### src/hdl/swdm_defs.vh
/*
  constants for the single-wire debug monitor control block:
  serial time-out thresholds, sync answer timing, tag codes.
  assumes it is included by bare name from the control and tag queue design files.
*/
// Operation
// - step command runs exactly one user instruction
// - pending interrupt on step: stack only
// - tag rides queue, enters monitor at head
// - monitor active disables tagging; tagging blocks commands
// - tag-and-go turns strobe and background into tags
// - tags sampled low at bus clock fall
// - two tag inputs act independently
// - low tag only when low strobe enabled
// - low over 128 cycles means sync request
// - no time-out while waiting sync rising edge
// - short pulse is bit; 512 idle soft-resets
// - no handshake: unfetched read data times out
// - handshake on: read time-out suspended
// - after acknowledge, 512 cycle fetch window
// - after soft-reset next fall starts fresh
// - wait-mode clock restart soft-resets, acknowledge off
// - stop shuts port; restart soft-resets, acknowledge off
// - sync answer: 16 wait, 128 low, pulse
// - acknowledge handshake disabled after reset
`ifndef SWDM_DEFS_VH
`define SWDM_DEFS_VH
`define SWDM_CNT_W 10
`define SWDM_SYNC_LOW_CYC 10'h080
`define SWDM_TIMEOUT_CYC 10'h200
`define SWDM_SYNC_DELAY_CYC 10'h010
`define SWDM_SYNC_DRIVE_CYC 10'h080
`define SWDM_QUEUE_DEPTH 3
`define SWDM_TAG_NONE 2'h0
`define SWDM_TAG_LO 2'h1
`define SWDM_TAG_HI 2'h2
`endif

### src/hdl/swdm_ctl.v
/*
  single-wire debug monitor control: serial time-out and sync answer,
  soft-reset on clock restart, step sequencing, instruction tagging.
  assumes a serial decoder reports bit and command progress, and the
  core reports step, interrupt and queue events, all on ref_clk.
*/
`timescale 1ns/1ps
`default_nettype none
`include "swdm_defs.vh"
module swdm_ctl (
  input wire ref_clk,
  input wire rst_b,
  input wire serial_clk_en,
  input wire background_pin_in,
  output reg background_pin_out,
  output reg background_pin_oe,
  input wire low_byte_strobe_in,
  input wire external_bus_clock,
  input wire low_strobe_enabled,
  input wire transfer_incomplete,
  input wire read_pending,
  input wire ack_pulse_issued,
  input wire ack_enable_cmd,
  input wire ack_disable_cmd,
  input wire cmd_done,
  input wire single_step_command,
  input wire tag_and_go_command,
  input wire interrupt_pending,
  input wire core_instr_retired,
  input wire core_stack_done,
  input wire queue_load,
  input wire queue_advance,
  input wire clock_restart_wait,
  input wire clock_restart_stop,
  input wire stop_mode,
  input wire enter_monitor_req,
  output wire cmd_accept,
  output reg bit_pulse,
  output reg soft_reset,
  output reg debug_monitor_mode,
  output reg tagging_active,
  output reg ack_enabled,
  output reg core_release,
  output reg core_stack_only,
  output reg sync_busy
);
  // one-hot serial line states
  localparam [4:0] ST_IDLE = 5'h01; // waiting for falling edge
  localparam [4:0] ST_LOW = 5'h02; // pin held low, measuring
  localparam [4:0] ST_SYNCW = 5'h04; // sync seen, wait rise
  localparam [4:0] ST_DELAY = 5'h08; // pause before answer
  localparam [4:0] ST_DRIVE = 5'h10; // answer low or pulse
  // one-hot step states
  localparam [2:0] SP_IDLE = 3'h1;
  localparam [2:0] SP_RUN = 3'h2;
  localparam [2:0] SP_STACK = 3'h4;

  wire pin_s; // synchronised background pin
  wire strobe_s; // synchronised low strobe pin
  wire external_bus_clock_s; // synchronised bus clock
  reg pin_d_r; // previous pin sample
  reg external_bus_clock_d_r; // previous bus clock sample
  reg [4:0] st_r; // line state
  reg [4:0] st_nxt;
  reg [`SWDM_CNT_W-1:0] cnt_r; // serial clock counter
  reg [`SWDM_CNT_W-1:0] cnt_nxt;
  reg [`SWDM_CNT_W-1:0] idle_r; // cycles since last fall
  reg pulse_r; // answer in high pulse phase
  reg pulse_nxt;
  reg [2:0] sp_r; // step state
  reg [1:0] tag_smp_r; // sampled tag code
  reg tag_load_r; // tag code valid this fetch
  wire [1:0] head_tag; // tag at queue head
  wire pin_fall; // falling edge on pin
  wire pin_rise; // rising edge on pin
  wire external_bus_clock_fall; // bus clock fall
  wire timeout_armed; // time-out applies now
  wire timeout_hit; // idle exceeded limit
  wire clock_restart; // restart after wait or stop

  // pin inputs pass two flip-flops
  swdm_sync2 #(.W(3), .INIT(1'h1)) u_sync (
    .ref_clk(ref_clk),
    .rst_b(rst_b),
    .d({background_pin_in, low_byte_strobe_in, external_bus_clock}),
    .q({pin_s, strobe_s, external_bus_clock_s})
  );

  // tag tracker through the instruction queue
  swdm_tag_queue u_queue (
    .ref_clk(ref_clk),
    .rst_b(rst_b),
    .flush(debug_monitor_mode),
    .load(queue_load & tag_load_r),
    .load_tag(tag_smp_r),
    .advance(queue_advance),
    .head_tag(head_tag)
  );

  assign pin_fall = pin_d_r & ~pin_s & ~background_pin_oe;
  assign pin_rise = ~pin_d_r & pin_s;
  assign external_bus_clock_fall = external_bus_clock_d_r & ~external_bus_clock_s;
  assign clock_restart = clock_restart_wait | clock_restart_stop;
  // read wait is exempt while handshake is on until acknowledge
  assign timeout_armed = transfer_incomplete &
    ~(read_pending & ack_enabled & ~ack_pulse_issued);
  assign timeout_hit = serial_clk_en & timeout_armed & (st_r == ST_IDLE) &
    (idle_r >= `SWDM_TIMEOUT_CYC - 10'h001);
  // commands refused while tagging or sync is in progress
  assign cmd_accept = ~tagging_active & (st_r == ST_IDLE) & ~stop_mode;

  // edge history
  always @(posedge ref_clk) begin
    if (!rst_b) begin
      pin_d_r <= 1'h1;
      external_bus_clock_d_r <= 1'h1;
    end else begin
      pin_d_r <= pin_s;
      external_bus_clock_d_r <= external_bus_clock_s;
    end
  end

  // idle counter restarts on each fall, counts serial clocks
  always @(posedge ref_clk) begin
    if (!rst_b || soft_reset) begin
      idle_r <= {`SWDM_CNT_W{1'h0}};
    end else if (pin_fall) begin
      idle_r <= {`SWDM_CNT_W{1'h0}};
    end else if (serial_clk_en && !timeout_armed) begin
      idle_r <= {`SWDM_CNT_W{1'h0}};
    end else if (serial_clk_en && idle_r != `SWDM_TIMEOUT_CYC) begin
      idle_r <= idle_r + 10'h001;
    end
  end

  // line state next value
  always @* begin
    st_nxt = st_r;
    cnt_nxt = cnt_r;
    pulse_nxt = pulse_r;
    case (st_r)
      ST_IDLE: begin
        if (pin_fall && !tagging_active) begin
          st_nxt = ST_LOW;
          cnt_nxt = {`SWDM_CNT_W{1'h0}};
        end
      end
      ST_LOW: begin
        if (pin_rise) begin
          st_nxt = ST_IDLE; // short pulse is a bit
        end else if (serial_clk_en) begin
          if (cnt_r >= `SWDM_SYNC_LOW_CYC) begin
            st_nxt = ST_SYNCW;
          end else begin
            cnt_nxt = cnt_r + 10'h001;
          end
        end
      end
      ST_SYNCW: begin
        if (pin_s) begin
          st_nxt = ST_DELAY; // waits with no limit
          cnt_nxt = {`SWDM_CNT_W{1'h0}};
        end
      end
      ST_DELAY: begin
        if (serial_clk_en) begin
          if (cnt_r == `SWDM_SYNC_DELAY_CYC - 10'h001) begin
            st_nxt = ST_DRIVE;
            cnt_nxt = {`SWDM_CNT_W{1'h0}};
            pulse_nxt = 1'h0;
          end else begin
            cnt_nxt = cnt_r + 10'h001;
          end
        end
      end
      ST_DRIVE: begin
        if (serial_clk_en) begin
          if (pulse_r) begin
            st_nxt = ST_IDLE; // release after pulse
            pulse_nxt = 1'h0;
          end else if (cnt_r == `SWDM_SYNC_DRIVE_CYC - 10'h001) begin
            pulse_nxt = 1'h1;
          end else begin
            cnt_nxt = cnt_r + 10'h001;
          end
        end
      end
      default: begin
        st_nxt = ST_IDLE;
      end
    endcase
  end

  // line state register; stop mode holds port idle
  always @(posedge ref_clk) begin
    if (!rst_b || stop_mode || clock_restart) begin
      st_r <= ST_IDLE;
      cnt_r <= {`SWDM_CNT_W{1'h0}};
      pulse_r <= 1'h0;
    end else begin
      st_r <= st_nxt;
      cnt_r <= cnt_nxt;
      pulse_r <= pulse_nxt;
    end
  end

  // pin drive, bit report, soft-reset and sync status
  always @(posedge ref_clk) begin
    if (!rst_b) begin
      background_pin_out <= 1'h1;
      background_pin_oe <= 1'h0;
      bit_pulse <= 1'h0;
      soft_reset <= 1'h0;
      sync_busy <= 1'h0;
    end else begin
      background_pin_out <= (st_nxt == ST_DRIVE) & pulse_nxt;
      background_pin_oe <= (st_nxt == ST_DRIVE) & ~stop_mode & ~clock_restart;
      bit_pulse <= (st_r == ST_LOW) & pin_rise;
      // sync detect, time-out and clock restart all discard
      soft_reset <= ((st_r == ST_LOW) & (st_nxt == ST_SYNCW)) |
        timeout_hit | clock_restart;
      sync_busy <= (st_nxt != ST_IDLE) & (st_nxt != ST_LOW);
    end
  end

  // acknowledge handshake enable
  always @(posedge ref_clk) begin
    if (!rst_b) begin
      ack_enabled <= 1'h0;
    end else if (clock_restart) begin
      ack_enabled <= 1'h0;
    end else if (ack_disable_cmd) begin
      ack_enabled <= 1'h0;
    end else if (ack_enable_cmd) begin
      ack_enabled <= 1'h1;
    end
  end

  // tag sampling at bus clock fall; low tag gated by strobe mode
  always @(posedge ref_clk) begin
    if (!rst_b) begin
      tag_smp_r <= `SWDM_TAG_NONE;
      tag_load_r <= 1'h0;
    end else if (external_bus_clock_fall && tagging_active) begin
      tag_smp_r[1] <= ~pin_s;
      tag_smp_r[0] <= ~strobe_s & low_strobe_enabled;
      tag_load_r <= 1'h1;
    end else if (queue_load || !tagging_active) begin
      tag_load_r <= 1'h0;
    end
  end

  // tagging mode: set by tag-and-go, cleared when monitor enters
  always @(posedge ref_clk) begin
    if (!rst_b) begin
      tagging_active <= 1'h0;
    end else if (clock_restart) begin
      tagging_active <= 1'h0; // restart clears tagging too
    end else if (debug_monitor_mode && tag_and_go_command) begin
      tagging_active <= 1'h1; // pins become tag inputs
    end else if (debug_monitor_mode) begin
      tagging_active <= 1'h0;
    end
  end

  // step sequencing and monitor state
  always @(posedge ref_clk) begin
    if (!rst_b) begin
      sp_r <= SP_IDLE;
      debug_monitor_mode <= 1'h0;
      core_release <= 1'h0;
      core_stack_only <= 1'h0;
    end else begin
      core_release <= 1'h0;
      core_stack_only <= 1'h0;
      case (sp_r)
        SP_IDLE: begin
          if (debug_monitor_mode && single_step_command) begin
            debug_monitor_mode <= 1'h0;
            if (interrupt_pending) begin
              sp_r <= SP_STACK;
              core_stack_only <= 1'h1;
            end else begin
              sp_r <= SP_RUN;
              core_release <= 1'h1;
            end
          end else if (debug_monitor_mode && tag_and_go_command) begin
            debug_monitor_mode <= 1'h0;
            core_release <= 1'h1;
          end else if (head_tag != `SWDM_TAG_NONE || enter_monitor_req) begin
            debug_monitor_mode <= 1'h1;
          end
        end
        SP_RUN: begin
          if (core_instr_retired) begin
            sp_r <= SP_IDLE; // back after one instruction
            debug_monitor_mode <= 1'h1;
          end
        end
        SP_STACK: begin
          if (core_stack_done) begin
            sp_r <= SP_IDLE; // pc at service routine
            debug_monitor_mode <= 1'h1;
          end
        end
        default: begin
          sp_r <= SP_IDLE;
        end
      endcase
    end
  end
endmodule // swdm_ctl
`default_nettype wire

### src/hdl/swdm_sync2.v
/*
  two flip-flop synchroniser, parameter width.
  assumes the input comes from another clock domain or a pin.
*/
`timescale 1ns/1ps
`default_nettype none
module swdm_sync2 #(
  parameter W = 1,
  parameter [0:0] INIT = 1'h1
) (
  input wire ref_clk,
  input wire rst_b,
  input wire [W-1:0] d,
  output reg [W-1:0] q
);
  reg [W-1:0] meta_r; // first stage, read only by second
  // two-stage capture
  always @(posedge ref_clk) begin
    if (!rst_b) begin
      meta_r <= {W{INIT}};
      q <= {W{INIT}};
    end else begin
      meta_r <= d;
      q <= meta_r;
    end
  end
endmodule // swdm_sync2
`default_nettype wire

### src/hdl/swdm_tag_queue.v
/*
  instruction queue tag tracker: each queue slot keeps two tag bits.
  assumes advance pulses from the core fetch logic on ref_clk.
*/
`timescale 1ns/1ps
`default_nettype none
`include "swdm_defs.vh"
module swdm_tag_queue (
  input wire ref_clk,
  input wire rst_b,
  input wire flush,
  input wire load,
  input wire [1:0] load_tag,
  input wire advance,
  output reg [1:0] head_tag
);
  reg [1:0] slot_r [0:`SWDM_QUEUE_DEPTH-1]; // tags per queue slot
  genvar g;
  // tags shift toward the head together with their words
  generate
    for (g = 0; g < `SWDM_QUEUE_DEPTH; g = g + 1) begin : g_slot
      if (g == `SWDM_QUEUE_DEPTH-1) begin : g_tail
        // tail slot takes the tag of the word entering the queue
        always @(posedge ref_clk) begin
          if (!rst_b || flush) begin
            slot_r[g] <= `SWDM_TAG_NONE;
          end else if (advance) begin
            slot_r[g] <= load ? load_tag : `SWDM_TAG_NONE;
          end else if (load) begin
            slot_r[g] <= load_tag;
          end
        end
      end else begin : g_body
        // inner slots take the tag behind them on each shift
        always @(posedge ref_clk) begin
          if (!rst_b || flush) begin
            slot_r[g] <= `SWDM_TAG_NONE;
          end else if (advance) begin
            slot_r[g] <= slot_r[g+1];
          end
        end
      end
    end
  endgenerate
  // registered head tag
  always @(posedge ref_clk) begin
    if (!rst_b || flush) begin
      head_tag <= `SWDM_TAG_NONE;
    end else begin
      head_tag <= advance ? slot_r[1] : slot_r[0];
    end
  end
endmodule // swdm_tag_queue
`default_nettype wire

### config.mk
export PLATFORM = sky130hd
export DESIGN_NAME = swdm_ctl
export DESIGN_NICKNAME = d
export VERILOG_FILES = /design/src/hdl/swdm_ctl.v /design/src/hdl/swdm_sync2.v /design/src/hdl/swdm_tag_queue.v
export VERILOG_INCLUDE_DIRS = /design/src /design/src/hdl
export SDC_FILE = /design/constraint.sdc
export NUM_CORES = 1
export LEC_CHECK = 0
export BUFFER_PORTS_ARGS = -buffer_cell sky130_fd_sc_hd__buf_4
export CORE_UTILIZATION = 33
export CTS_CLUSTER_SIZE = 25
export DETAILED_ROUTE_END_ITERATION = 16
export PLACE_DENSITY = 0.51
export SLEW_MARGIN = 40
export SYNTH_ARGS = -nofsm -noshare
export SYNTH_HDL_FRONTEND = slang
export SYNTH_SLANG_ARGS = --single-unit
### constraint.sdc
create_clock -name ref_clk -period 5.05 [get_ports ref_clk]
set_input_delay 0.505 -clock ref_clk [delete_from_list [all_inputs] [get_ports ref_clk]]
set_output_delay 0.505 -clock ref_clk [all_outputs]
set_load 0.01 [all_outputs]
# ---- Word level (Yosys, flattened, before mapping)
# Memory sizes are Yosys's and may differ from the RTL's. A register that Yosys moved wholly into a read port is not among the register bits.
# Index checks and enable logic that the tools add are counted.
dict set report totals {
  register_bits 50
  ram_bits 6
  input_bits 24
  output_inout_bits 11
  elab_cells 180
  n_memories 1
}
dict set report classes {
  addsub 2
  n_lt_le_gt_ge 2
  eq_ne 28
  n_mux 60
  n_bitwise 38
  n_reduce_logical 28
}
# memory words width rd rd_ports_with_merged_regs write_ports line_no
set mem_list {}
lappend mem_list {u_queue.slot_r 3 2 3 1 3 swdm_tag_queue.v:17} ;# reg [1:0] slot_r [0:`SWDM_QUEUE_DEPTH-1];
# operator count
set ops {}
lappend ops {{$mux W10} 10}
lappend ops {{$pmux W10 S5} 1}
lappend ops {{$mux W5} 9}
lappend ops {{$mux W1} 27}
lappend ops {{$pmux W5 S5} 1}
lappend ops {{$add A10 B1 Y10 const B} 2}
lappend ops {{$and A1 B1 Y1} 20}
lappend ops {{$ne A2 B2 Y1 const B} 10}
lappend ops {{$mux W3} 4}
lappend ops {{$not A1 Y1} 11}
lappend ops {{$eq A10 B4 Y1 const B} 1}
lappend ops {{$eq A10 B7 Y1 const B} 1}
lappend ops {{$eq A5 B3 Y1 const B} 2}
lappend ops {{$eq A5 B5 Y1 const B} 2}
lappend ops {{$ge A10 B8 Y1 const B} 1}
lappend ops {{$ge A10 B9 Y1 const B} 1}
lappend ops {{$mux W2} 5}
lappend ops {{$ne A10 B10 Y1 const B} 1}
lappend ops {{$reduce_and A10 Y1} 1}
lappend ops {{$pmux W3 S3} 1}
lappend ops {{$or A1 B1 Y1} 7}
lappend ops {{$logic_and A1 B1 Y1} 6}
lappend ops {{$logic_or A1 B1 Y1} 6}
lappend ops {{$reduce_and A3 Y1} 2}
lappend ops {{other kinds (20)} 26}

# ---- Longest topological paths before layout
dict set report logic_depth {
  depth_word 10
  depth_mapped 7
}

# ---- By module
# A second synthesis with hierarchy kept.
dict set report hier_totals {
  hier_cells 298
  area_unflattened_um2 2655.0
}
# module instances cells_each area_each_um2
set modules_own_cells {}
lappend modules_own_cells {swdm_ctl 1 264 2203.4}
lappend modules_own_cells {swdm_tag_queue 1 22 294.0}
lappend modules_own_cells {swdm_sync2 1 12 157.7}

# ---- Least setup slack after synthesis
# Ideal clock, no wire load.
dict set report synth_timing {
  path_type {register to register}
  from {register st_r[2]}
  to {register cnt_r[3]}
  setup_time_ns 0.117
  arrival_ns 2.339
  required_time_ns 4.933
  setup_slack_ns 2.594
  stages_incl_launch_ff 8
  path_buffers 2
  synth_period_minus_slack_ns 2.456
  path_cell_list {dfxtp_1 buf_6 or4b_4 or2_4 a311o_1 buf_6 or4_1 a32o_1}
}
dict set report synth_via {
  elab_chain_len 3
}
# element line_no
set synth_lines {}
lappend synth_lines {{from (decl)} swdm_ctl.v:63} ;# reg [4:0] st_r;
lappend synth_lines {{from (signal assigned)} swdm_ctl.v:201} ;# st_r <= st_nxt;
lappend synth_lines {{$eq A5 B1 Y1 (tied with other cells)} swdm_ctl.v:141} ;# case (st_r)
lappend synth_lines {{$reduce_bool A5 Y1 (no source line) (tied with other cells)} n/a}
lappend synth_lines {{$reduce_and A10 Y1 (no source line)} n/a}
lappend synth_lines {{to (signal assigned)} swdm_ctl.v:198} ;# cnt_r <= {`SWDM_CNT_W{1'h0}};
lappend synth_lines {{to (signal assigned)} swdm_ctl.v:202} ;# cnt_r <= cnt_nxt;
lappend synth_lines {{to (decl)} swdm_ctl.v:65} ;# reg [`SWDM_CNT_W-1:0] cnt_r;
# Several ways; a longest one is shown, not always the timed one.
# A chain may end at the register's enable or synchronous reset.

# ---- Worst setup path in the final report
dict set report layout_timing {
  from {register st_r[3]}
  to {register cnt_r[3]}
}
# The elaborated chain is that of the path after synthesis.

==> impl_metrics.ini <==
[sta]
layout_min_cycle_time_ps = 2690
postLayoutSetupSlackWorst_ps = 2360
fmax_ghz = 0.3717
tightest_slew_ps = 771.2
hold_viol_final = 0
slew_headroom_pct = 48.59
grt_setup_unrepaired = false
fin_setup_tns_ps = 0
fin_crit_sh_pct = 53.27
report.final.setup_viol = 0
skew_ps = 7.716
finalMaxSlewViolations = 0

[cts]
holdBufCountCts = 0
worstSkewPairLatency_ps = 340
numCtsBuffers = 9
clock-sinks = 58
h-tree-depth = 3
root_buffer = clkbuf_8
postCtsResizedCells = 0
cts_tree = yes
path_clk_slew_ps = 70
post_cts_buffers = 0
clk_path_buf_depth = 2

[synthesis]
synth_seq_cells = 58
synth_top_area_share_pct = 39.08
yosys-top-cells-count = dfxtp_1, nor2_1, nand2_1
synth_area_mm2 = 0.002766
synthTopCellsByArea = dfxtp_1, nor2_1, edfxtp_1
synth_edf_count = 4
ys_async_sr_fraction_pct = 0
yosysTopAreaCell = dfxtp_1
postSynthCellCount = 320
yosysWarnings = 0
ys.flop_type = dfxtp_1
synth_cell_types = 55
ys_seq_area_share_pct = 43.42
synth_area_per_cell_um2 = 8.645
synth_fp_nets = 348
synth.most_common_cell = dfxtp_1

[setup_path]
crit_cells = 5
critPathCaptureType = flop
timing.critical_path.buf_inv = 0
crit_type = reg2reg
crit_arrival_ps = 2930
slowest_delay_ps = 590
endpoint = cnt_r[3]
path_cells = nor2b_1, o311ai_0, a311o_1, or4_1, a32o_1
r2r-start = st_r[3]
slowest_stage = or4_1
cp-start-kind = flop
reg2regPathDepth = 5
r2r-end = cnt_r[3]
crit_start = st_r[3]
ff2ff_setup_slack_ps = 2360
cp_max_fo = 9
cp_top_family = simple AND/OR/NAND/NOR gates
cp.required_ps = 5290

[finish]
syn_to_final_growth_pct = 19.63
nNetsFinal = 381
final_core_util_pct = 40.48
layout-drive-gt1-share_pct = 16.20
seq_area_mm2 = 0.001201
multi_input_area_mm2 = 0.001489
nFillCells = 853
antenna_cells = 0

[detailed_routing]
route.detailed.drc = 0
vias = 2482
wire_per_inst_um = 14.60
antenna_left = 0
via_per_inst = 5.361
drt_first_pass_iters = 4
routed_wirelength_um = 6758
drt-initial-drc-count = 117

[flow_run]
maxCapViolCount = 0

[power]
leakage_nw = 1.225
swShare_pct = 24.99
p_clk_share_pct = 43.4
pwr-share-comb_pct = 7.6
internal_power_mw = 0.7409
p_sw_mw = 0.2469
power_frac_seq_pct = 49.1
ir_worst_vdd_uv = 92.71
p_total_mw = 0.9877
cellPowerDensity_mw_per_mm2 = 298.5

[floorplan]
start_util_pct = 33.84
die_x_um = 93.56
rows = 33
dieArea_mm2 = 0.008753
io_pins = 35
die_h_um = 93.56
core_area_mm2 = 0.008175

[place]
dp_slack_ps = 2259
gp_congestion = 0.8265
io_buffers = 33
place_hpwl_um = 4690

[global_routing]
grt_pass1_wl_um = 11380
antenna_found_initial = 0
overflow = 0
grt_use_total_pct = 16.90
grt_max_degree = 26
grt_pass1_vias = 2407

[run_status]
outcome = finished clean

[min_path]
hold_depth = 2
holdCritPathClass = in2reg
==> power by group through the flow <==
stage,registers (mW),logic (mW),clock network (mW)
after floorplan,0.492,0.0448,0
after global placement,0.495,0.0748,0
after detailed placement,0.496,0.0752,0
after CTS,0.485,0.0755,0.439
after global routing,0.486,0.0843,0.455
final,0.485,0.0748,0.428
==> layout make-up <==
cell class                      count  area share (%)
Clock buffer                       10           3.856
Clock inverter                      6           2.042
Inverter                           10           1.134
Multi-Input combinational cell    240           44.99
Sequential cell                    58           36.29
Tap cell                          105           3.970
Timing Repair Buffer               34           7.713
==> registers in the layout, summed over array words and instances, names as in the netlist, 2 cells and up <==
name / cells
cnt_r: 10
idle_r: 10
u_queue.slot_r: 6
st_r: 5
sp_r: 3
u_sync.meta_r: 3
u_sync.q: 3
tag_smp_r: 2
u_queue.head_tag: 2
==> worst register-to-register path, delay by kind of cell (launching register included) <==
kind	cells	cell delay (ps)
AO/OA/AOI/OAI	3	1070
flip-flops	1	430
AND/OR/NAND/NOR	2	1090
==> cell families (layout without fill, tap and decap cells) <==
logic type | Yosys count | in the layout | share of synthesized area [%]
muxes | 5 | 5 | 1.809
xor gates and xnor gates | 11 | 11 | 3.483
AOI/OAI and AO/OA | 64 | 64 | 15.79
adders and majority gates | 4 | 4 | 1.809
DFF | 58 | 58 | 43.42
buffers and inverters | 22 | 60 | 3.573
and+or+nand+nor | 156 | 156 | 30.12
==> cell usage in the layout, fill, tap and decap left out, types with 5 or more instances in the layout <==
cell	Yosys	routed
dfxtp_1	54	54
nor2_1	36	36
buf_4	0	34
nand2_1	29	29
o21ai_0	13	13
nand2b_1	11	11
nor3_1	13	11
inv_1	10	10
nand3_1	10	10
a21oi_1	10	10
nor4_1	9	9
clkbuf_8	0	9
and3_1	7	7
xor2_1	7	7
o22ai_1	6	6
nor2b_1	5	5
mux2i_1	5	5
or3_1	5	5
o211ai_1	5	5
==> routing by layer <==
metal | vias to the layer above | global-route usage, % | routed length (um) | share of wire [%]
met5 | - | 0 | 0 | 0
met4 | 0 | 8.590 | 145 | 2.1
met3 | 13 | 3.740 | 257 | 3.8
met2 | 44 | 26.41 | 3008 | 45
met1 | 1177 | 21.79 | 3345 | 49
li1 | 1248 | - | - | -
==> how the worst min path moves through the flow <==
stage / startpoint / endpoint / slack, ps
3_3_place_gp: u_sync.meta_r[1] / u_sync.q[1] / 390
6_report: ack_disable_cmd / ack_enabled / 310
3_5_place_dp: u_sync.meta_r[2] / u_sync.q[2] / 400
4_1_cts: ack_disable_cmd / ack_enabled / 300
5_1_grt: ack_disable_cmd / ack_enabled / 320
2_1_floorplan: u_sync.meta_r[0] / u_sync.q[0] / 390
==> through the flow <==
stage	instances	hold WS (ps)	cell area, um2
after floorplan	320	386.3	2766
after global placement	447	389.2	3098
after detailed placement	447	396.1	3098
after CTS	463	301.8	3293
after global routing	463	315.5	3309
final	463	314.5	3309
No activity file was read; power rests on OpenSTA's default activity.
